**config.mk**
```make
export PLATFORM = sky130hd
export DESIGN_NAME = fsmf_core
export DESIGN_NICKNAME = d
export VERILOG_FILES = /design/src/core/fsmf_core.v
export VERILOG_INCLUDE_DIRS = /design/src /design/src/inc
export SDC_FILE = /design/constraint.sdc
export NUM_CORES = 1
export LEC_CHECK = 0
export ABC_AREA = 1
export BUFFER_PORTS_ARGS = -buffer_cell sky130_fd_sc_hd__buf_2
export CORE_MARGIN = 1
export CORE_UTILIZATION = 65
export CTS_BUF_LIST = sky130_fd_sc_hd__clkbuf_8
export DETAILED_ROUTE_END_ITERATION = 8
export PLACE_DENSITY = 0.91
export SLEW_MARGIN = 20
export SYNTH_ARGS = -nofsm -noshare
export SYNTH_HDL_FRONTEND = slang
export SYNTH_SLANG_ARGS = --single-unit
```
**constraint.sdc**
```tcl
create_clock -name mclk -period 8.5 [get_ports mclk]
set_input_delay 1.275 -clock mclk [delete_from_list [all_inputs] [get_ports mclk]]
set_output_delay 1.275 -clock mclk [all_outputs]
set_load 0.01 [all_outputs]
```
**src/inc/fsmf_consts.vh**
```
// Constants for the fan speed monitor and fault control core
// Summary of operation
// RULE1: After power-up or shutdown exit the fan output runs at full duty.
// RULE2: Full duty lasts one second, then the selected duty source governs.
// RULE3: Only the shutdown bit stops the fan output.
// RULE4: A low-speed fault leaves the fan output pulsing at its duty.
// RULE5: Config bit 5 picks analog duty (0, default) or the duty register (1).
// RULE6: Duty codes 0 to 15 map linearly from 30% to 100%.
// RULE7: Config bits 2-1 select 1, 2, 4 or 8 tach pulses per turn, default 2.
// RULE8: Field codes 00,01,10,11 mean 1,2,4,8 pulses; reset value 01.
// RULE9: Speed counts tach pulses over a fixed gate, scaled by pulses per turn.
// RULE10: Speed is held in a 9-bit read-only register, LSB worth 25 RPM.
// RULE11: Config bit 6 set gives 25 RPM reading; clear gives 8 bits at 50 RPM.
// RULE12: Speed above 12775 RPM sets the overflow flag, status bit 3.
// RULE13: Overflow flag clears itself after 2.4 s below the maximum.
// RULE14: Fault threshold is an 8-bit read/write register, reset to 500 RPM.
// RULE15: Fan fault is declared after speed stays below threshold for 2.4 s.
// RULE16: Fan fault drives the fault output low and sets status bit 0.
// RULE17: Writing 1 to config bit 7 releases the fault and clears status bit 0.
// RULE18: Duty demand above 100% sets status bit 5 and may pull fault low.
// RULE19: When demand drops back, over-temperature flag and fault are released.
// RULE20: Shutdown suspends everything except the serial register interface.
// RULE21: Clearing shutdown resumes at once, starting with full duty.
// RULE22: Shutdown exit restores defaults except config and threshold.
// RULE23: The device answers only to the fixed 7-bit address 0011011.
// RULE24: The master starts a transfer only while the bus is idle.
// RULE25: Data changes only while clock is low; else it is start or stop.
`ifndef FSMF_CONSTS_VH
`define FSMF_CONSTS_VH

// Clock rate and documented times
`define FSMF_CLK_HZ        200000000
`define FSMF_CLK_PER_MS    200000
`define FSMF_STARTUP_MS    1000
`define FSMF_HOLD_MS       2400

// PWM frame: 150 steps, 45 steps at code 0 plus 7 per code
`define FSMF_PWM_STEPS     8'h96
`define FSMF_PWM_BASE      8'h2D
`define FSMF_PWM_SLOPE     8'h07
`define FSMF_PWM_STEP_CYC  222222

// Serial bus
`define FSMF_SLAVE_ADDR    7'h1B

// Command codes (register selectors)
`define FSMF_CMD_SPEED     8'h00
`define FSMF_CMD_SPEED_LSB 8'h01
`define FSMF_CMD_CFG       8'h02
`define FSMF_CMD_STATUS    8'h03
`define FSMF_CMD_DUTY      8'h04
`define FSMF_CMD_THR       8'h05

// Configuration fields
`define FSMF_CFG_SDN       0
`define FSMF_CFG_PPR_LO    1
`define FSMF_CFG_PPR_HI    2
`define FSMF_CFG_DSRC      5
`define FSMF_CFG_FINE      6
`define FSMF_CFG_FAN_FAILURE_CLEAR_BIT     7

// Status fields
`define FSMF_ST_FF         0
`define FSMF_ST_RCO        3
`define FSMF_ST_OTF        5

// Reset values
`define FSMF_CFG_RST       8'h02
`define FSMF_THR_RST       8'h0A
`define FSMF_DUTY_RST      4'h2
`define FSMF_SPEED_MAX     9'h1FF

`endif

```
**src/core/fsmf_core.v**
```verilog
// Fan speed monitor, PWM drive and fault control with serial register slave
`include "fsmf_consts.vh"
`default_nettype none

module fsmf_core #(
  parameter STARTUP_CYC  = `FSMF_CLK_PER_MS * `FSMF_STARTUP_MS,
  parameter GATE_CYC     = `FSMF_CLK_PER_MS * `FSMF_HOLD_MS,
  parameter PWM_STEP_CYC = `FSMF_PWM_STEP_CYC,
  parameter OT_FAULT_EN  = 1
) (
  input  wire       mclk,          // 200 MHz core clock
  input  wire       reset,         // Async reset, active high
  input  wire       sclIn,         // Serial clock pin
  input  wire       sdaIn,         // Serial data pin level
  output wire       sdaOut,        // Serial data drive value
  output wire       sdaOe,         // Serial data drive enable
  input  wire       senseIn,       // Tach comparator output
  input  wire [3:0] tempDutyCode,  // Analog derived duty code
  input  wire       tempOverRange, // Analog demand above full scale
  output wire       pwmDriveOut,   // Fan PWM drive
  output wire       faultOut_n     // Fault output, active low
);

  // ***************************************************************
  // Input synchronisers
  // ***************************************************************
  localparam ST_IDLE = 5'h01;
  localparam ST_RX   = 5'h02;
  localparam ST_ACK  = 5'h04;
  localparam ST_TX   = 5'h08;
  localparam ST_MACK = 5'h10;

  reg  [1:0] sclSync_r;
  reg  [1:0] sdaSync_r;
  reg  [1:0] senseSync_r;
  reg  [3:0] tcode0_r;
  reg  [3:0] tcode1_r;
  reg        over0_r;
  reg        over1_r;
  reg        sclPrev_r;
  reg        sdaPrev_r;
  reg        sensePrev_r;

  // Two flops on every pin; only the second stage is read
  always @(posedge mclk or posedge reset)
  begin
    if (reset)
    begin
      sclSync_r   <= 2'h3;
      sdaSync_r   <= 2'h3;
      senseSync_r <= 2'h0;
      tcode0_r    <= 4'h0;
      tcode1_r    <= 4'h0;
      over0_r     <= 1'b0;
      over1_r     <= 1'b0;
      sclPrev_r   <= 1'b1;
      sdaPrev_r   <= 1'b1;
      sensePrev_r <= 1'b0;
    end
    else
    begin
      sclSync_r   <= {sclSync_r[0], sclIn};
      sdaSync_r   <= {sdaSync_r[0], sdaIn};
      senseSync_r <= {senseSync_r[0], senseIn};
      tcode0_r    <= tempDutyCode;
      tcode1_r    <= tcode0_r;
      over0_r     <= tempOverRange;
      over1_r     <= over0_r;
      sclPrev_r   <= sclSync_r[1];
      sdaPrev_r   <= sdaSync_r[1];
      sensePrev_r <= senseSync_r[1];
    end
  end

  wire sclS    = sclSync_r[1];
  wire sdaS    = sdaSync_r[1];
  wire sclRise = sclS & ~sclPrev_r;
  wire sclFall = ~sclS & sclPrev_r;
  // SDA moving while SCL is high marks start or stop [RULE25]
  wire startC  = sclS & sclPrev_r & sdaPrev_r & ~sdaS;
  wire stopC   = sclS & sclPrev_r & ~sdaPrev_r & sdaS;
  wire tachP   = senseSync_r[1] & ~sensePrev_r;

  // ***************************************************************
  // Register file
  // ***************************************************************
  reg  [7:0] cfg_r;
  reg  [7:0] thr_r;
  reg  [3:0] duty_r;
  reg  [8:0] speed_r;
  reg        ff_r;
  reg        rco_r;
  reg        otf_r;
  reg        wrEn_r;
  reg  [7:0] wrData_r;
  reg  [7:0] cmd_r;
  reg  [7:0] rdData;

  wire sdn     = cfg_r[`FSMF_CFG_SDN];
  wire wrCfg   = wrEn_r & (cmd_r == `FSMF_CMD_CFG);
  wire ffClear = wrCfg & wrData_r[`FSMF_CFG_FAN_FAILURE_CLEAR_BIT];

  // Config and threshold survive shutdown; clear bit never stored [RULE22] [RULE14]
  always @(posedge mclk or posedge reset)
  begin
    if (reset)
    begin
      cfg_r <= `FSMF_CFG_RST; // [RULE8] [RULE5] [RULE11]
      thr_r <= `FSMF_THR_RST;
    end
    else if (wrEn_r)
    begin
      if (cmd_r == `FSMF_CMD_CFG)
        cfg_r <= {1'b0, wrData_r[6:0]};
      if (cmd_r == `FSMF_CMD_THR)
        thr_r <= wrData_r;
    end
  end

  // Duty register returns to default while shut down [RULE22]
  always @(posedge mclk or posedge reset)
  begin
    if (reset)
      duty_r <= `FSMF_DUTY_RST;
    else if (sdn)
      duty_r <= `FSMF_DUTY_RST;
    else if (wrEn_r && cmd_r == `FSMF_CMD_DUTY)
      duty_r <= wrData_r[3:0];
  end

  // Read mux; coarse view drops the 25 RPM bit [RULE11] [RULE10]
  always @*
  begin
    case (cmd_r)
      `FSMF_CMD_SPEED:     rdData = speed_r[8:1];
      `FSMF_CMD_SPEED_LSB: rdData = {7'h00, speed_r[0] & cfg_r[`FSMF_CFG_FINE]};
      `FSMF_CMD_CFG:       rdData = cfg_r;
      `FSMF_CMD_STATUS:    rdData = {2'h0, otf_r, 1'b0, rco_r, 2'h0, ff_r};
      `FSMF_CMD_DUTY:      rdData = {4'h0, duty_r};
      `FSMF_CMD_THR:       rdData = thr_r;
      default:             rdData = 8'h00;
    endcase
  end

  // ***************************************************************
  // Serial slave
  // ***************************************************************
  reg  [4:0] st_r;
  reg  [3:0] bitCnt_r;
  reg  [1:0] byteIdx_r;
  reg  [7:0] shift_r;
  reg        rw_r;
  reg        sdaOe_r;
  reg        mAck_r;

  // Byte engine; start restarts anywhere, so a new transfer
  // only follows an idle bus or a repeated start [RULE24]
  always @(posedge mclk or posedge reset)
  begin
    if (reset)
    begin
      st_r      <= ST_IDLE;
      bitCnt_r  <= 4'h0;
      byteIdx_r <= 2'h0;
      shift_r   <= 8'h00;
      rw_r      <= 1'b0;
      sdaOe_r   <= 1'b0;
      mAck_r    <= 1'b0;
      cmd_r     <= 8'h00;
      wrEn_r    <= 1'b0;
      wrData_r  <= 8'h00;
    end
    else
    begin
      wrEn_r <= 1'b0;
      if (startC)
      begin
        st_r      <= ST_RX;
        bitCnt_r  <= 4'h0;
        byteIdx_r <= 2'h0;
        sdaOe_r   <= 1'b0;
      end
      else if (stopC)
      begin
        st_r    <= ST_IDLE;
        sdaOe_r <= 1'b0;
      end
      else
      begin
        case (st_r)
          ST_RX:
          begin
            // Bits are taken on the rising clock edge [RULE25]
            if (sclRise && bitCnt_r != 4'h8)
            begin
              shift_r  <= {shift_r[6:0], sdaS};
              bitCnt_r <= bitCnt_r + 4'h1;
            end
            else if (sclFall && bitCnt_r == 4'h8)
            begin
              bitCnt_r <= 4'h0;
              if (byteIdx_r == 2'h0)
              begin
                // Fixed address, no strap [RULE23]
                if (shift_r[7:1] == `FSMF_SLAVE_ADDR)
                begin
                  rw_r    <= shift_r[0];
                  sdaOe_r <= 1'b1;
                  st_r    <= ST_ACK;
                end
                else
                  st_r <= ST_IDLE;
              end
              else
              begin
                if (byteIdx_r == 2'h1)
                  cmd_r <= shift_r;
                else
                begin
                  wrEn_r   <= 1'b1;
                  wrData_r <= shift_r;
                end
                sdaOe_r <= 1'b1;
                st_r    <= ST_ACK;
              end
            end
          end
          ST_ACK:
          begin
            // Release or drive only after SCL has fallen [RULE25]
            if (sclFall)
            begin
              if (rw_r && byteIdx_r == 2'h0)
              begin
                st_r     <= ST_TX;
                shift_r  <= rdData;
                sdaOe_r  <= ~rdData[7];
                bitCnt_r <= 4'h1;
              end
              else
              begin
                sdaOe_r   <= 1'b0;
                st_r      <= ST_RX;
                byteIdx_r <= (byteIdx_r == 2'h2) ? 2'h2 : byteIdx_r + 2'h1;
              end
            end
          end
          ST_TX:
          begin
            if (sclFall)
            begin
              if (bitCnt_r == 4'h8)
              begin
                sdaOe_r <= 1'b0;
                st_r    <= ST_MACK;
              end
              else
              begin
                sdaOe_r  <= ~shift_r[6];
                shift_r  <= {shift_r[6:0], 1'b0};
                bitCnt_r <= bitCnt_r + 4'h1;
              end
            end
          end
          ST_MACK:
          begin
            if (sclRise)
              mAck_r <= ~sdaS;
            else if (sclFall)
            begin
              if (mAck_r)
              begin
                st_r     <= ST_TX;
                shift_r  <= rdData;
                sdaOe_r  <= ~rdData[7];
                bitCnt_r <= 4'h1;
              end
              else
                st_r <= ST_IDLE;
            end
          end
          default:
            st_r <= ST_IDLE;
        endcase
      end
    end
  end

  assign sdaOut = 1'b0;
  assign sdaOe  = sdaOe_r;

  // ***************************************************************
  // Startup and PWM
  // ***************************************************************
  reg  [31:0] startCnt_r;
  reg         boot_r;
  reg  [31:0] stepCnt_r;
  reg  [7:0]  phase_r;
  reg         pwm_r;

  // Full duty for one second after reset or shutdown exit [RULE1] [RULE2] [RULE21]
  always @(posedge mclk or posedge reset)
  begin
    if (reset)
    begin
      boot_r     <= 1'b1;
      startCnt_r <= 32'h0;
    end
    else if (sdn)
    begin
      boot_r     <= 1'b1;
      startCnt_r <= 32'h0;
    end
    else if (boot_r)
    begin
      if (startCnt_r == STARTUP_CYC - 1)
        boot_r <= 1'b0;
      startCnt_r <= startCnt_r + 32'h1;
    end
  end

  // Source select and linear code-to-steps map [RULE5] [RULE6]
  wire [3:0] dutyCode = cfg_r[`FSMF_CFG_DSRC] ? duty_r : tcode1_r;
  wire [7:0] onSteps  = boot_r ? `FSMF_PWM_STEPS :
                        `FSMF_PWM_BASE + `FSMF_PWM_SLOPE * {4'h0, dutyCode};
  wire       stepEn   = (stepCnt_r == PWM_STEP_CYC - 1);

  // Frame keeps running through faults; only shutdown gates it [RULE3] [RULE4] [RULE20]
  always @(posedge mclk or posedge reset)
  begin
    if (reset)
    begin
      stepCnt_r <= 32'h0;
      phase_r   <= 8'h00;
      pwm_r     <= 1'b0;
    end
    else if (sdn)
    begin
      stepCnt_r <= 32'h0;
      phase_r   <= 8'h00;
      pwm_r     <= 1'b0;
    end
    else
    begin
      stepCnt_r <= stepEn ? 32'h0 : stepCnt_r + 32'h1;
      if (stepEn)
        phase_r <= (phase_r == `FSMF_PWM_STEPS - 8'h01) ? 8'h00 : phase_r + 8'h01;
      pwm_r <= (phase_r < onSteps);
    end
  end

  assign pwmDriveOut = pwm_r;

  // ***************************************************************
  // Speed measurement and faults
  // ***************************************************************
  reg  [31:0] gateCnt_r;
  reg  [12:0] pulseCnt_r;
  reg         faultOut_r;

  wire        gateEnd = (gateCnt_r == GATE_CYC - 1);
  // A 2.4 s gate makes count / pulses-per-turn exactly RPM / 25 [RULE9] [RULE7]
  wire [12:0] scaled  = pulseCnt_r >> cfg_r[`FSMF_CFG_PPR_HI:`FSMF_CFG_PPR_LO];
  wire        overEv  = gateEnd & (scaled > {4'h0, `FSMF_SPEED_MAX});
  wire [8:0]  newSpd  = (scaled > {4'h0, `FSMF_SPEED_MAX}) ? `FSMF_SPEED_MAX : scaled[8:0];
  wire        lowEv   = gateEnd & (newSpd < {thr_r, 1'b0});
  wire        otCond  = ~boot_r & ~cfg_r[`FSMF_CFG_DSRC] & over1_r;

  // Gate counter and saturating pulse count, cleared to zero with speed in shutdown [RULE20]
  always @(posedge mclk or posedge reset)
  begin
    if (reset)
    begin
      gateCnt_r  <= 32'h0;
      pulseCnt_r <= 13'h0000;
      speed_r    <= 9'h000;
    end
    else if (sdn)
    begin
      gateCnt_r  <= 32'h0;
      pulseCnt_r <= 13'h0000;
      speed_r    <= 9'h000;
    end
    else if (gateEnd)
    begin
      gateCnt_r  <= 32'h0;
      pulseCnt_r <= {12'h000, tachP};
      speed_r    <= newSpd; // [RULE10]
    end
    else
    begin
      gateCnt_r <= gateCnt_r + 32'h1;
      if (tachP && pulseCnt_r != 13'h1FFF)
        pulseCnt_r <= pulseCnt_r + 13'h0001;
    end
  end

  // Status flags; a new fault wins over a same-cycle clear
  always @(posedge mclk or posedge reset)
  begin
    if (reset)
    begin
      ff_r       <= 1'b0;
      rco_r      <= 1'b0;
      otf_r      <= 1'b0;
      faultOut_r <= 1'b0;
    end
    else if (sdn)
    begin
      ff_r       <= 1'b0;
      rco_r      <= 1'b0;
      otf_r      <= 1'b0;
      faultOut_r <= 1'b0;
    end
    else
    begin
      if (lowEv)
        ff_r <= 1'b1; // [RULE15] [RULE16]
      else if (ffClear)
        ff_r <= 1'b0; // [RULE17]
      if (overEv)
        rco_r <= 1'b1; // [RULE12]
      else if (gateEnd)
        rco_r <= 1'b0; // [RULE13]
      otf_r      <= otCond; // [RULE18] [RULE19]
      faultOut_r <= (ff_r & ~ffClear) | lowEv | ((OT_FAULT_EN != 0) & otCond);
    end
  end

  assign faultOut_n = ~faultOut_r;

endmodule

`default_nettype wire

```
---- Word level (Yosys, flattened, before mapping) ----
Cells that the tools add are included.
storage, ports and cells
  output and inout bits ................... 4
  flip-flop bits (word level) ............. 209
  latch bits .............................. 0
  memory bits (read-only) ................. 0
  logic and storage cells ................. 252
  bits of input ports ..................... 10
  memory bits (writable) .................. 0
  memories kept ........................... 0
operators by class
  muxes and demuxes ....................... 94
  reductions and logical operators ........ 30
  $lt $le $gt $ge ......................... 3
  bitwise gates (word level) .............. 34
  multiply operators ...................... 1
  div/mod/pow operators ................... 0
  $add $sub $neg .......................... 8
  shifts and indexed selects .............. 1
  equal/unequal tests ..................... 46
operators with widths
  kind                     count
  $mux W32                 6
  $add A32 B1 Y32 const B  3
  $mux W8                  12
  $mux W4                  16
  $mux W5                  10
  $pmux W8 S6              1
  $ne A4 B4 Y1 const B     10
  $mux W13                 3
  $eq A32 B18 Y1 const B   1
  $eq A32 B28 Y1 const B   1
  $eq A32 B29 Y1 const B   1
  $mux W1                  32
  $pmux W8 S4              1
  $reduce_and A7 Y1        4
  $mux W9                  3
  $ne A3 B3 Y1 const B     7
  $ne A2 B2 Y1 const B     10
  $pmux W5 S4              1
  $and A1 B1 Y1            16
  $eq A8 B2 Y1 const B     2
  $eq A8 B3 Y1 const B     2
  $not A1 Y1               16
  $pmux W4 S4              1
  $add A13 B1 Y13 const B  1
  other kinds (38)         57

---- Logic depth before layout (Yosys ltp) ----
Gate-level depths: netlist of run 1.
  depth after elaboration ................. 9
  depth in mapped cells ................... 21
  mapped depth without buffers ............ 21

---- Least setup slack after synthesis of run 1 ----
Ideal clock, no wire load.
  path kind ............................... register to register
  from .................................... register cfg_r[5]
  to ...................................... register pwm_r (netlist: pwmDriveOut)
  path buffers ............................ 1
  cell stages (with the launch flop) ...... 20
  period minus slack after synthesis ...... 3.075 ns
  data required time ...................... 8.364 ns
  arrival time ............................ 2.939 ns
  slack ................................... 5.425 ns
  setup time .............................. 0.136 ns
  path through ............................ dfrtp_1 > buf_2 > o21ai_0 > ha_1 > inv_1 > fa_1 > ha_1 > nand2_1 > nand2_1 > a21o_1 > nand2_1 > nand2_1 > nand2_1 > nand3_1 > ha_1 > nand2_1 > inv_1 > nand3_1 > a21oi_1 > nor3_1
between the ends
  word-level cells in the longest chain between the ends .. 6
ends and longest elaborated chain
  item                      RTL line         text
  start: declaration        fsmf_core.v:87   reg [7:0] cfg_r;
  start signal: assignment  fsmf_core.v:108  cfg_r <= `FSMF_CFG_RST;
  start signal: assignment  fsmf_core.v:114  cfg_r <= {1'b0, wrData_r[6:0]};
  $mux W4                   fsmf_core.v:323  wire [3:0] dutyCode = cfg_r[`FSMF_CFG_DSRC] ? duty_r : tcode1_r;
  $mul A3 B4 Y7 (no line)   --
  $add A6 B7 Y8 (no line)   --
  $mux W8                   fsmf_core.v:324  wire [7:0] onSteps = boot_r ? `FSMF_PWM_STEPS :
  $lt A8 B8 Y1              fsmf_core.v:348  pwm_r <= (phase_r < onSteps);
  $mux W1                   fsmf_core.v:337  else if (sdn)
  end signal: assignment    fsmf_core.v:348
  end: declaration          fsmf_core.v:299  reg pwm_r;
Every way passes these cells.
A chain may end at the register's enable or synchronous reset.

---- Final worst setup path of run 1 ----
Ends and elaborated chain as after synthesis.

==> summary.md, run 1 <==
## Timing
* **final count of hold timing violations** 0
* **max_slew headroom** 0.384
* **RSZ-0062 raised after global routing** false
* **final count of negative-setup-slack endpoints** 0
* **Min Clock Period, post-route** 3470 ps
* **Hold WS** 343 ps
* **setup total negative slack** 0 ps
* **final number of max-transition violations** 0
* **Worst Tran Pin Value** 924 ps
* **part of the cycle the worst path needs** 0.408
* **fin worst setup slack** 5030 ps
* **Clock Skew** 31.9 ps
* **Peak Freq** 0.288 GHz

## Outcome
* **outcome** complete, no violations

## Logic synthesis
* **Synth cell types** 60
* **cell types occupying the most area after synthesis** sky130_fd_sc_hd__dfrtp_1 42%, sky130_fd_sc_hd__nand2_1 9.7%, sky130_fd_sc_hd__inv_1 6.4%, sky130_fd_sc_hd__nor2_1 5.2%, sky130_fd_sc_hd__o21ai_0 4.4%
* **area share of the largest cell type after synthesis** 0.418
* **number of flops mapped to enable cells by yosys** 0
* **Synth Net Count** 1542
* **sequential share of the synthesized area** 0.445
* **syn avg cell area** 7.87 sq um
* **flip-flop and latch count after synthesis** 209
* **Syn Std Cell Area** 0.0118 sq mm
* **post-synth top area cell** sky130_fd_sc_hd__dfrtp_1
* **warning count from the yosys run** 0
* **most common flop cell mapped by yosys** sky130_fd_sc_hd__dfrtp_1
* **async set or reset register ratio after synthesis** 1.00
* **cell with the most instances after synthesis** sky130_fd_sc_hd__nand2_1
* **Gate Count Post-Synth** 1497
* **most used standard cells in the synthesized netlist** 306 x sky130_fd_sc_hd__nand2_1, 201 x sky130_fd_sc_hd__inv_1, 197 x sky130_fd_sc_hd__dfrtp_1, 162 x sky130_fd_sc_hd__nor2_1, 104 x sky130_fd_sc_hd__o21ai_0

## Route
* **number of iterations in the first detailed-routing pass** 6
* **routed wire length** 27300 um
* **average wire per standard cell** 15.4 um
* **residual antenna-violating net count after detailed routing** 0
* **number of remaining DRC errors** 0
* **number of design-rule violations left by the first detailed-router iteration** 1045
* **post-DR vias/cell** 5.83
* **vias after detailed routing** 10.3k

## Layout
* **number of inserted filler cells in the final layout** 1324
* **sequential cell area** 0.00525 sq mm
* **fin cells** 1773
* **fraction of layout cells with a size suffix above 1** 0.0950
* **final antenna diode count** 0
* **area added between synthesis and finish** 7.38%
* **nets** 1567
* **total area of multi-input combinational cells** 0.00559 sq mm

## Critical path
* **CP Buf/Inv Count** 3
* **arrival time worst endpoint** 3840 ps
* **Critical R2R Launch** cfg_r[5]$_DFFE_PP0P_
* **largest stage delay on the critical path** 520 ps
* **Critical-path top delay cell** sky130_fd_sc_hd__fa_1
* **sequence of cells on the critical path** inv_1, or2_2, o21ai_0, inv_1, fa_1, ha_1, nand2_1, nand2_1, a21o_1, nand2_1, nand2_1, nand2_1, nand3_1, ha_1, nand2_1, inv_1, nand3_1, a21oi_1, nor3_1
* **end point of the critical path** pwmDriveOut$_DFF_PP0_
* **Crit path required time** 8880 ps
* **terminus of the critical flop-to-flop path** pwmDriveOut$_DFF_PP0_
* **crit-path leading delay family** adder cells
* **worst setup path start** cfg_r[5]$_DFFE_PP0P_
* **number of cells on the critical path** 19
* **cell with the most instances on the worst path** sky130_fd_sc_hd__nand2_1
* **Critical Path End Type** flop
* **critical path type** reg2reg
* **Worst Setup Start Kind** flop
* **Critical Path Fanout Max** 9
* **worst-case reg-to-reg path depth** 19
* **reg-to-reg slack, setup** 5030 ps

## Power and ir drop
* **areal power density over the cells** 160 mW/mm^2
* **post-layout power** 2030 uW
* **Leakage** 0.00583 uW
* **Peak supply drop** 181 uV

## Clock tree
* **level count of the clock H-tree** 2
* **cts hold-fix bufs** 0
* **TritonCTS clock tree** built
* **largest buffer count on any clock path** 3
* **CTS Root Buffer Type** sky130_fd_sc_hd__clkbuf_8
* **TritonCTS sink count** 209
* **number of buffers added by the clock tree synthesis step** 35
* **# resized after CTS** 0
* **insertion delay to the later sink of the worst-skew pair** 550 ps
* **setup bufs post-CTS** 0
* **Clock Pin Slew Worst Setup and Hold Paths** 60 ps

## Die
* **floorplan row count** 48
* **area of the die** 0.0187 sq mm
* **Die Wd** 137 um
* **Initial Util** 0.674
* **count of boundary I/O pins** 14
* **die height** 137 um
* **area inside the core boundary** 0.0175 sq mm

## Global route
* **total grt overflow** 0
* **largest net degree at the start of global routing** 137
* **via count of the first global-routing pass** 9903
* **antenna violations before repair** 0
* **wire length of the first global-routing pass** 46100 um
* **GRT Total Usage** 0.309

## Hold path
* **Min-Delay Path Depth** 0
* **Tightest Hold Check Type** reg2reg

## Placed design
* **pre-CTS setup slack** 5050 ps
* **weighted congestion reported at the end of routability-driven placement** 0.923
* **number of buffers added on ports** 12
* **number of cells after detailed placement** 1710
* **post-detail-place hpwl** 18900 um

## Job
* **number of max-cap violations** 0

==> flip-flops by register name (all words and copies together), names as in the netlist, 5 cells and up <==
register,flops
startCnt_r,32
stepCnt_r,32
thr_r,8
cfg_r,7
shift_r,8
pulseCnt_r,13
gateCnt_r,32
wrData_r,8
cmd_r,8
st_r,5
speed_r,9
phase_r,8
==> area by class of cell <==
cell class / instances / share of cell area
flip-flops and latches: 209 / 0.415
inverters: 216 / 0.0648
well taps: 225 / 0.0223
multi-input cells: 1046 / 0.442
clock buffers: 39 / 0.0424
clock inverters: 24 / 0.00821
repair buffers: 14 / 0.00593
==> through the flow <==
| stage | util | cell area (sq um) |
|---|---|---|
| after floorplan | - | 11800 |
| after global placement | 0.687 | 12000 |
| after detailed placement | 0.687 | 12000 |
| after CTS | 0.724 | 12700 |
| after global routing | 0.724 | 12700 |
| final | 0.724 | 12700 |
==> cells in the final DEF (no fill, tap or decap), types with 8 or more instances in the layout <==
cell type	count
sky130_fd_sc_hd__nand2_2	10
sky130_fd_sc_hd__ha_1	34
sky130_fd_sc_hd__nand4_1	42
sky130_fd_sc_hd__o211ai_1	8
sky130_fd_sc_hd__dfstp_2	12
sky130_fd_sc_hd__inv_2	13
sky130_fd_sc_hd__nor3_1	66
sky130_fd_sc_hd__xor2_1	32
sky130_fd_sc_hd__inv_1	219
sky130_fd_sc_hd__buf_2	12
sky130_fd_sc_hd__xnor2_1	9
sky130_fd_sc_hd__dfrtp_1	196
sky130_fd_sc_hd__a21oi_1	80
sky130_fd_sc_hd__nor4_1	20
sky130_fd_sc_hd__nand2_1	306
sky130_fd_sc_hd__nor2_1	162
sky130_fd_sc_hd__nor2_2	9
sky130_fd_sc_hd__clkbuf_8	39
sky130_fd_sc_hd__o21ai_0	104
sky130_fd_sc_hd__nand3_1	66
sky130_fd_sc_hd__nor3_2	8
==> worst reg2reg max path, cell delays in order, from the launching register on <==
cell and delay, ps:
sky130_fd_sc_hd__dfrtp_1 470, sky130_fd_sc_hd__inv_1 100, sky130_fd_sc_hd__or2_2 280, sky130_fd_sc_hd__o21ai_0 170, sky130_fd_sc_hd__inv_1 190, sky130_fd_sc_hd__fa_1 520
sky130_fd_sc_hd__ha_1 320, sky130_fd_sc_hd__nand2_1 90, sky130_fd_sc_hd__nand2_1 80, sky130_fd_sc_hd__a21o_1 180, sky130_fd_sc_hd__nand2_1 80, sky130_fd_sc_hd__nand2_1 60
sky130_fd_sc_hd__nand2_1 50, sky130_fd_sc_hd__nand3_1 70, sky130_fd_sc_hd__ha_1 280, sky130_fd_sc_hd__nand2_1 70, sky130_fd_sc_hd__inv_1 70, sky130_fd_sc_hd__nand3_1 60
sky130_fd_sc_hd__a21oi_1 110, sky130_fd_sc_hd__nor3_1 60
==> cells by family after synthesis <==
logic type / count (synthesis) / share of synthesized area
XOR/XNOR: 41 / 0.0305
adder cells (fa/ha/maj): 35 / 0.0378
AND/OR/NAND/NOR: 732 / 0.294
multiplexers: 1 / 0.000956
AO/OA/AOI/OAI: 236 / 0.110
other: 1 / 0.000318
buffers and inverters: 242 / 0.0805
flip-flops: 209 / 0.445
==> worst min path at each step <==
stage | start | endpoint | slack [ps]
after floorplan | over0_r$_DFF_PP0_ | over1_r$_DFF_PP0_ | 330
after global routing | sclSync_r[0]$_DFF_PP1_ | sclSync_r[1]$_DFF_PP1_ | 350
after detailed placement | senseSync_r[0]$_DFF_PP0_ | senseSync_r[1]$_DFF_PP0_ | 330
final | sclSync_r[0]$_DFF_PP1_ | sclSync_r[1]$_DFF_PP1_ | 340
after global placement | senseSync_r[0]$_DFF_PP0_ | senseSync_r[1]$_DFF_PP0_ | 340
after CTS | sclSync_r[0]$_DFF_PP1_ | sclSync_r[1]$_DFF_PP1_ | 350
==> power by group <==
part           leakage (uW)  internal (uW)  switching, uW
Combinational       0.00264           52.6            102
Sequential          0.00279           1020           22.8
Clock              0.000402            423            408
Total               0.00583           1500            532
==> routing by layer <==
layer / up-vias / global-route usage / wire length (um)
met5: - / 0 / 0
met4: 0 / 0.119 / 824
met3: 80 / 0.0511 / 1940
met2: 444 / 0.504 / 12900
met1: 4825 / 0.415 / 11600
li1: 4996 / - / -
(Power assumes the default switching activity.)
==> run 2: changes to the inputs <==
--- a/config.mk
+++ b/config.mk
@@ -9,10 +9,10 @@
 export ABC_AREA = 1
 export BUFFER_PORTS_ARGS = -buffer_cell sky130_fd_sc_hd__buf_2
 export CORE_MARGIN = 1
-export CORE_UTILIZATION = 65
+export CORE_UTILIZATION = 60
 export CTS_BUF_LIST = sky130_fd_sc_hd__clkbuf_8
 export DETAILED_ROUTE_END_ITERATION = 8
-export PLACE_DENSITY = 0.91
+export PLACE_DENSITY = 0.88
 export SLEW_MARGIN = 20
 export SYNTH_ARGS = -nofsm -noshare
 export SYNTH_HDL_FRONTEND = slang
==> constraint.sdc (replaced) <==
create_clock -name mclk -period 3 [get_ports mclk]
set_input_delay 0.45 -clock mclk [delete_from_list [all_inputs] [get_ports mclk]]
set_output_delay 0.45 -clock mclk [all_outputs]
set_load 0.01 [all_outputs]
==> run 2 against run 1 <==
Net effect: the flow now finishes with violations (negative setup slack); via count increased by 1.3%; worst hold slack got worse by 330 ps; wire length increased by 3.5%; largest power group unchanged; critical path type unchanged.
==> summary.md, run 2 (synthesis results as in run 1) <==
## Outcome
* **outcome** finished with violations
* **violated checks** negative setup slack

## Die
* **Initial Util** 0.622, -0.0526
* **count of boundary I/O pins** 14, unchanged
* **Die Wd** 142 um, +4.0%
* **die height** 142 um, +4.0%
* **floorplan row count** 50, +4.2%
* **area of the die** 0.0202 sq mm, +8.2%
* **area inside the core boundary** 0.0190 sq mm, +8.5%

## Timing
* **fin worst setup slack** -289 ps, -5320 ps
* **max_slew headroom** 0.477, +0.0931
* **Clock Skew** 20.6 ps, -11.3 ps
* **final count of hold timing violations** 0, unchanged
* **Min Clock Period, post-route** 3290 ps, -180 ps
* **Peak Freq** 0.304 GHz, +5.5%
* **RSZ-0062 raised after global routing** true
* **part of the cycle the worst path needs** 1.10, +0.688
* **final number of max-transition violations** 0, unchanged
* **Hold WS** 13.8 ps, -329 ps
* **Worst Tran Pin Value** 779 ps, -145 ps
* **final count of negative-setup-slack endpoints** 1, +1

## Critical path
* **worst setup path start** cfg_r[5]$_DFFE_PP0P_
* **critical path type** reg2reg
* **largest stage delay on the critical path** 480 ps, -40 ps
* **Critical Path Fanout Max** 7, -2
* **Critical-path top delay cell** sky130_fd_sc_hd__dfrtp_2
* **Critical R2R Launch** cfg_r[5]$_DFFE_PP0P_
* **Critical Path End Type** flop
* **Worst Setup Start Kind** flop
* **CP Buf/Inv Count** 3, unchanged
* **reg-to-reg slack, setup** -290 ps, -5320 ps
* **sequence of cells on the critical path** buf_6, o21ai_4, ha_4, inv_4, fa_1, ha_4, nand2_4, nand2_2, a21o_1, nand2_2, nand2_2, nand2_1, nand3_1, ha_1, nand2_2, inv_2, nand3_2, a21oi_2, nor3_1
* **cell with the most instances on the worst path** sky130_fd_sc_hd__nand2_2
* **Crit path required time** 3390 ps, -5490 ps
* **crit-path leading delay family** adder cells
* **arrival time worst endpoint** 3680 ps, -160 ps

## Route
* **residual antenna-violating net count after detailed routing** 0, unchanged
* **number of remaining DRC errors** 0, unchanged
* **vias after detailed routing** 10.5k, +1.3%
* **routed wire length** 28200 um, +3.5%
* **number of design-rule violations left by the first detailed-router iteration** 829, -21%
* **average wire per standard cell** 15.4 um, -0.15%
* **post-DR vias/cell** 5.70, -2.2%
* **number of iterations in the first detailed-routing pass** 7, +1

## Layout
* **leading cell type in the layout, fill and taps excluded** sky130_fd_sc_hd__nand2_1
* **area added between synthesis and finish** 11.7%
* **fraction of layout cells with a size suffix above 1** 0.129, +0.0338
* **number of inserted filler cells in the final layout** 1467, +11%
* **nets** 1595, +1.8%
* **Top Registers** gateCnt_r (32), startCnt_r (32), stepCnt_r (32)
* **fin cells** 1837, +3.6%
* **final antenna diode count** 0, unchanged
* **most frequent cells in the layout** 298 x sky130_fd_sc_hd__nand2_1, 208 x sky130_fd_sc_hd__inv_1, 195 x sky130_fd_sc_hd__dfrtp_1, 161 x sky130_fd_sc_hd__nor2_1, 102 x sky130_fd_sc_hd__o21ai_0

## Global route
* **largest net degree at the start of global routing** 77, -44%
* **GRT Total Usage** 0.281, -0.0286
* **wire length of the first global-routing pass** 46000 um, -0.23%
* **via count of the first global-routing pass** 9933, +0.30%
* **antenna violations before repair** 0, unchanged
* **total grt overflow** 0, unchanged

## Power and ir drop
* **Leakage** 0.00602 uW, +3.3%
* **areal power density over the cells** 473 mW/mm^2, +200%
* **Peak supply drop** 386 uV, +110%

## Hold path
* **worst hold start** tempDutyCode[3]
* **Tightest Hold Check Type** in2reg

## Placed design
* **post-detail-place hpwl** 19100 um, +1.4%
* **weighted congestion reported at the end of routability-driven placement** 0.966, +4.6%
* **number of cells after detailed placement** 1765, +3.2%
* **number of buffers added on ports** 12, unchanged

## Job
* **number of max-cap violations** 0, unchanged

## Clock tree
* **TritonCTS clock tree** built
* **CTS Root Buffer Type** sky130_fd_sc_hd__clkbuf_8
* **Clock Pin Slew Worst Setup and Hold Paths** 70 ps, about the same
* **TritonCTS sink count** 209, unchanged
* **insertion delay to the later sink of the worst-skew pair** 540 ps, about the same
* **largest buffer count on any clock path** 3, unchanged
* **level count of the clock H-tree** 2, unchanged
* **number of buffers added by the clock tree synthesis step** 36, +2.9%

run 2: cell count changes in the layout (fill, tap and decap cells not counted), moves of 2 or more:
cell / delta
sky130_fd_sc_hd__buf_4: +22
sky130_fd_sc_hd__ha_4: +3
sky130_fd_sc_hd__buf_12: +2
sky130_fd_sc_hd__dlygate4sd3_1: +2
sky130_fd_sc_hd__o21ai_0: -2
sky130_fd_sc_hd__inv_1: -11
sky130_fd_sc_hd__nand2_2: +7
sky130_fd_sc_hd__o21ai_4: +2
sky130_fd_sc_hd__nand2_1: -8
sky130_fd_sc_hd__inv_2: +4
sky130_fd_sc_hd__ha_1: -3
sky130_fd_sc_hd__bufinv_16: +2
sky130_fd_sc_hd__clkbuf_8: +8
run 2: power breakdown:
part	leakage (uW)	switching [uW]	internal [uW]
Combinational	0.00279	321	199
Clock	0.000448	1180	1580
Sequential	0.00279	69.6	2890
Total	0.00602	1570	4660
run 2: layer usage:
layer,vias up,part of all wire,global-route usage
met1,4959,0.44,0.377
met3,97,0.063,0.0508
li1,5056,-,-
met4,0,0.035,0.104
met5,-,0,0
met2,368,0.47,0.456
run 2: what timing repair did:
| action | in CTS | in global routing |
|---|---|---|
| endpoints found under the hold margin | 15 | 0 |
| setup buffers | 2 | 3 |
| hold buffers | 2 | 0 |
| endpoints found under the setup margin | 1 | 1 |
| resized for setup | 5 | 21 |
| pin swaps | 2 | 13 |
run 2: cell type report:
type,count,area (sq um),share of cell area
Multi-Input combinational cell,1046,5690,0.432
Sequential cell,209,5250,0.399
Inverter,216,818,0.0622
Clock buffer,47,647,0.0491
Tap cell,260,325,0.0247
Timing Repair Buffer,41,312,0.0237
Clock inverter,18,128,0.00969
run 2: metrics by stage:
stage / utilization / total power (uW) / instance area (sq um) / TNS [ps] / worst slack, ps
global route: 0.695 / 6470 / 13200 / -433 / -433
detailed placement: 0.645 / 3460 / 12200 / -223 / -223
global placement: 0.645 / 3440 / 12200 / -96.2 / -96.2
finish: 0.695 / 6230 / 13200 / -289 / -289
CTS: 0.688 / 6220 / 13100 / -127 / -127
floorplan: - / 3330 / 11800 / -30420 / -154
run 2: path summary, 6_finish.rpt:
kind | endpoint | cells after the start
worst max-delay path | pwmDriveOut$_DFF_PP0_ | 19
worst min-delay path | tcode0_r[3]$_DFF_PP0_ | 1
worst max register to register | pwmDriveOut$_DFF_PP0_ | 19
worst min register to register | tcode1_r[3]$_DFF_PP0_ | 0
max in group asynchronous | startCnt_r[10]$_DFFE_PP0P_ | 4
min in group asynchronous | mAck_r$_DFFE_PP0P_ | 3
==> run 3: changes to the inputs <==
--- a/config.mk
+++ b/config.mk
@@ -10,7 +10,7 @@
 export BUFFER_PORTS_ARGS = -buffer_cell sky130_fd_sc_hd__buf_2
 export CORE_MARGIN = 1
 export CORE_UTILIZATION = 60
-export CTS_BUF_LIST = sky130_fd_sc_hd__clkbuf_8
+export CTS_BUF_LIST = sky130_fd_sc_hd__clkbuf_4
 export DETAILED_ROUTE_END_ITERATION = 8
 export PLACE_DENSITY = 0.88
 export SLEW_MARGIN = 20
==> run 3 against run 2 <==
Net effect: the flow still finishes with violations (negative setup slack); wire length is essentially flat; via count grew 1.6%; final area is essentially flat; utilization is essentially flat; fmax grew 0.27%; sequential share of layout area is essentially flat; die area is the same; flip-flop and latch count is the same; non-clock buffer count grew 7; clock-buffer cell count grew 34; global-route usage grew 0.24 points; worst hold slack gained 340 ps; critical path type unchanged; critical endpoint unchanged; highest routed layer unchanged.
==> summary.md, run 3 (synthesis results as in run 1) <==
## Clock tree
* **insertion delay to the later sink of the worst-skew pair** 690 ps, +150 ps
* **Clock Pin Slew Worst Setup and Hold Paths** 70 ps, about the same
* **largest buffer count on any clock path** 3, unchanged
* **TritonCTS clock tree** built
* **number of buffers added by the clock tree synthesis step** 54, +50%
* **CTS Root Buffer Type** sky130_fd_sc_hd__clkbuf_4
* **level count of the clock H-tree** 2, unchanged
* **TritonCTS sink count** 209, unchanged

## Global route
* **via count of the first global-routing pass** 10.2k, +2.2%
* **antenna violations before repair** 1, +1
* **wire length of the first global-routing pass** 46600 um, +1.3%
* **total grt overflow** 0, unchanged
* **GRT Total Usage** 0.283, +0.00236
* **largest net degree at the start of global routing** 77, unchanged

## Layout
* **total area of multi-input combinational cells** 0.00569 sq mm, about the same
* **area added between synthesis and finish** 11.8%, about the same
* **most frequent cells in the layout** 297 x sky130_fd_sc_hd__nand2_1, 195 x sky130_fd_sc_hd__dfrtp_1, 194 x sky130_fd_sc_hd__inv_1, 161 x sky130_fd_sc_hd__nor2_1, 101 x sky130_fd_sc_hd__o21ai_0
* **nets** 1620, +1.6%
* **fraction of layout cells with a size suffix above 1** 0.146, +0.0176
* **fin cells** 1881, +2.4%
* **Top Registers** gateCnt_r (32), startCnt_r (32), stepCnt_r (32)
* **leading cell type in the layout, fill and taps excluded** sky130_fd_sc_hd__nand2_1
* **number of inserted filler cells in the final layout** 1466, -0.068%
* **sequential cell area** 0.00525 sq mm, about the same

## Hold path
* **Min-Delay Path Depth** 0, -1
* **Tightest Hold Check Type** reg2reg

## Critical path
* **Crit path required time** 3590 ps, +200 ps
* **critical path type** reg2reg
* **Critical-path top delay cell** sky130_fd_sc_hd__fa_1
* **Worst Setup Start Kind** flop
* **Critical R2R Launch** duty_r[1]$_DFFE_PP1P_
* **Critical Path Fanout Max** 3, -4
* **worst-case reg-to-reg path depth** 16, -3
* **sequence of cells on the critical path** inv_2, nand2_2, o21ai_4, ha_4, inv_2, fa_1, ha_4, nand2_4, nand2_2, a21o_1, a21oi_1, o21ai_1, ha_1, a21oi_1, o21ai_0, nor3_1
* **reg-to-reg slack, setup** -280 ps, about the same
* **terminus of the critical flop-to-flop path** pwmDriveOut$_DFF_PP0_
* **arrival time worst endpoint** 3870 ps, +190 ps
* **Critical Path End Type** flop
* **worst setup path start** duty_r[1]$_DFFE_PP1P_
* **largest stage delay on the critical path** 580 ps, +100 ps
* **end point of the critical path** pwmDriveOut$_DFF_PP0_

## Route
* **vias after detailed routing** 10.6k, +1.6%
* **number of remaining DRC errors** 0, unchanged
* **residual antenna-violating net count after detailed routing** 0, unchanged
* **average wire per standard cell** 15.0 um, -2.4%
* **number of iterations in the first detailed-routing pass** 5, -2
* **routed wire length** 28200 um, about the same
* **post-DR vias/cell** 5.66, -0.76%
* **number of design-rule violations left by the first detailed-router iteration** 855, +3.1%

## Placed design
* **number of buffers added on ports** 12, unchanged
* **number of cells after detailed placement** 1765, unchanged
* **weighted congestion reported at the end of routability-driven placement** 0.966, unchanged
* **post-detail-place hpwl** 19100 um, unchanged

## Timing
* **final number of max-transition violations** 0, unchanged
* **fin worst setup slack** -280 ps, +8.91 ps
* **Min Clock Period, post-route** 3280 ps, -8.91 ps
* **Clock Skew** 52.7 ps, +32.1 ps
* **final count of negative-setup-slack endpoints** 1, unchanged
* **Worst Tran Pin Value** 780 ps, +1.08 ps
* **RSZ-0062 raised after global routing** true
* **part of the cycle the worst path needs** 1.09, -0.00297
* **setup total negative slack** -280 ps, +8.91 ps
* **Peak Freq** 0.305 GHz, +0.27%
* **max_slew headroom** 0.476, -0.000724
* **final count of hold timing violations** 0, unchanged

## Die
* **floorplan row count** 50, unchanged
* **die height** 142 um, unchanged
* **area inside the core boundary** 0.0190 sq mm, unchanged
* **Die Wd** 142 um, unchanged
* **count of boundary I/O pins** 14, unchanged
* **Initial Util** 0.622, unchanged
* **area of the die** 0.0202 sq mm, unchanged

## Power and ir drop
* **Leakage** 0.00603 uW, +0.12%
* **areal power density over the cells** 456 mW/mm^2, -3.6%
* **post-layout power** 6010 uW, -3.5%
* **Peak supply drop** 401 uV, +3.8%

## Outcome
* **outcome** finished with violations
* **violated checks** negative setup slack

## Job
* **number of max-cap violations** 0, unchanged

-- run 3: how the worst min path moves through the flow --
stage	from	to
floorplan	over0_r$_DFF_PP0_	over1_r$_DFF_PP0_
detailed placement	tcode0_r[3]$_DFF_PP0_	tcode1_r[3]$_DFF_PP0_
CTS	reset	shift_r[4]$_DFFE_PP0P_
finish	sdaSync_r[0]$_DFF_PP1_	sdaSync_r[1]$_DFF_PP1_
global placement	tcode0_r[0]$_DFF_PP0_	tcode1_r[0]$_DFF_PP0_
global route	sdaSync_r[0]$_DFF_PP1_	sdaSync_r[1]$_DFF_PP1_
-- run 3: final cells by class --
cell class	count	share of cell area
Tap cell	260	0.0247
Clock inverter	20	0.00817
Inverter	216	0.0619
Sequential cell	209	0.399
Clock buffer	81	0.0462
Multi-Input combinational cell	1046	0.432
Timing Repair Buffer	48	0.0287
Antenna cell	1	0.000190
-- run 3: stage by stage --
stage	hold WS [ps]	worst slack [ps]	instance area [sq um]	utilization
6_report	355	-280	13200	0.695
5_1_grt	358	-441	13200	0.695
4_1_cts	351	-118	13100	0.689
3_5_place_dp	336	-223	12200	0.645
3_3_place_gp	333	-96.2	12200	0.645
2_1_floorplan	331	-154	11800	-
-- run 3: power by group --
| part | total (uW) | internal [uW] | switching (uW) | leakage, uW |
|---|---|---|---|---|
| registers | 2960 | 2890 | 69.3 | 0.00279 |
| clock network | 2530 | 1330 | 1200 | 0.000425 |
| logic | 526 | 204 | 322 | 0.00282 |
-- run 3: per-layer routing --
metal	routed length [um]	up-vias	part of all wire	track usage
met5	0	-	0	0
met4	784	0	0.028	0.106
met3	1850	67	0.066	0.0478
met2	13400	413	0.47	0.462
met1	12200	5050	0.43	0.380
li1	-	5119	-	-
-- run 3: what timing repair did --
item                                    CTS  global route
hold endpoints to repair                 22             0
endpoints found under the setup margin    1             2
setup buffers                             2             3
pin swaps                                 2            11
resized for setup                         5            24
hold buffers                              9             0
-- run 3: worst max-delay path: cells and delay by family, from the launching register on --
family | cells | cell delay, ps
and+or+nand+nor | 4 | 320
buffers and inverters | 2 | 80
AOI/OAI and AO/OA | 6 | 840
adders and majority gates | 4 | 1420
DFF | 1 | 530
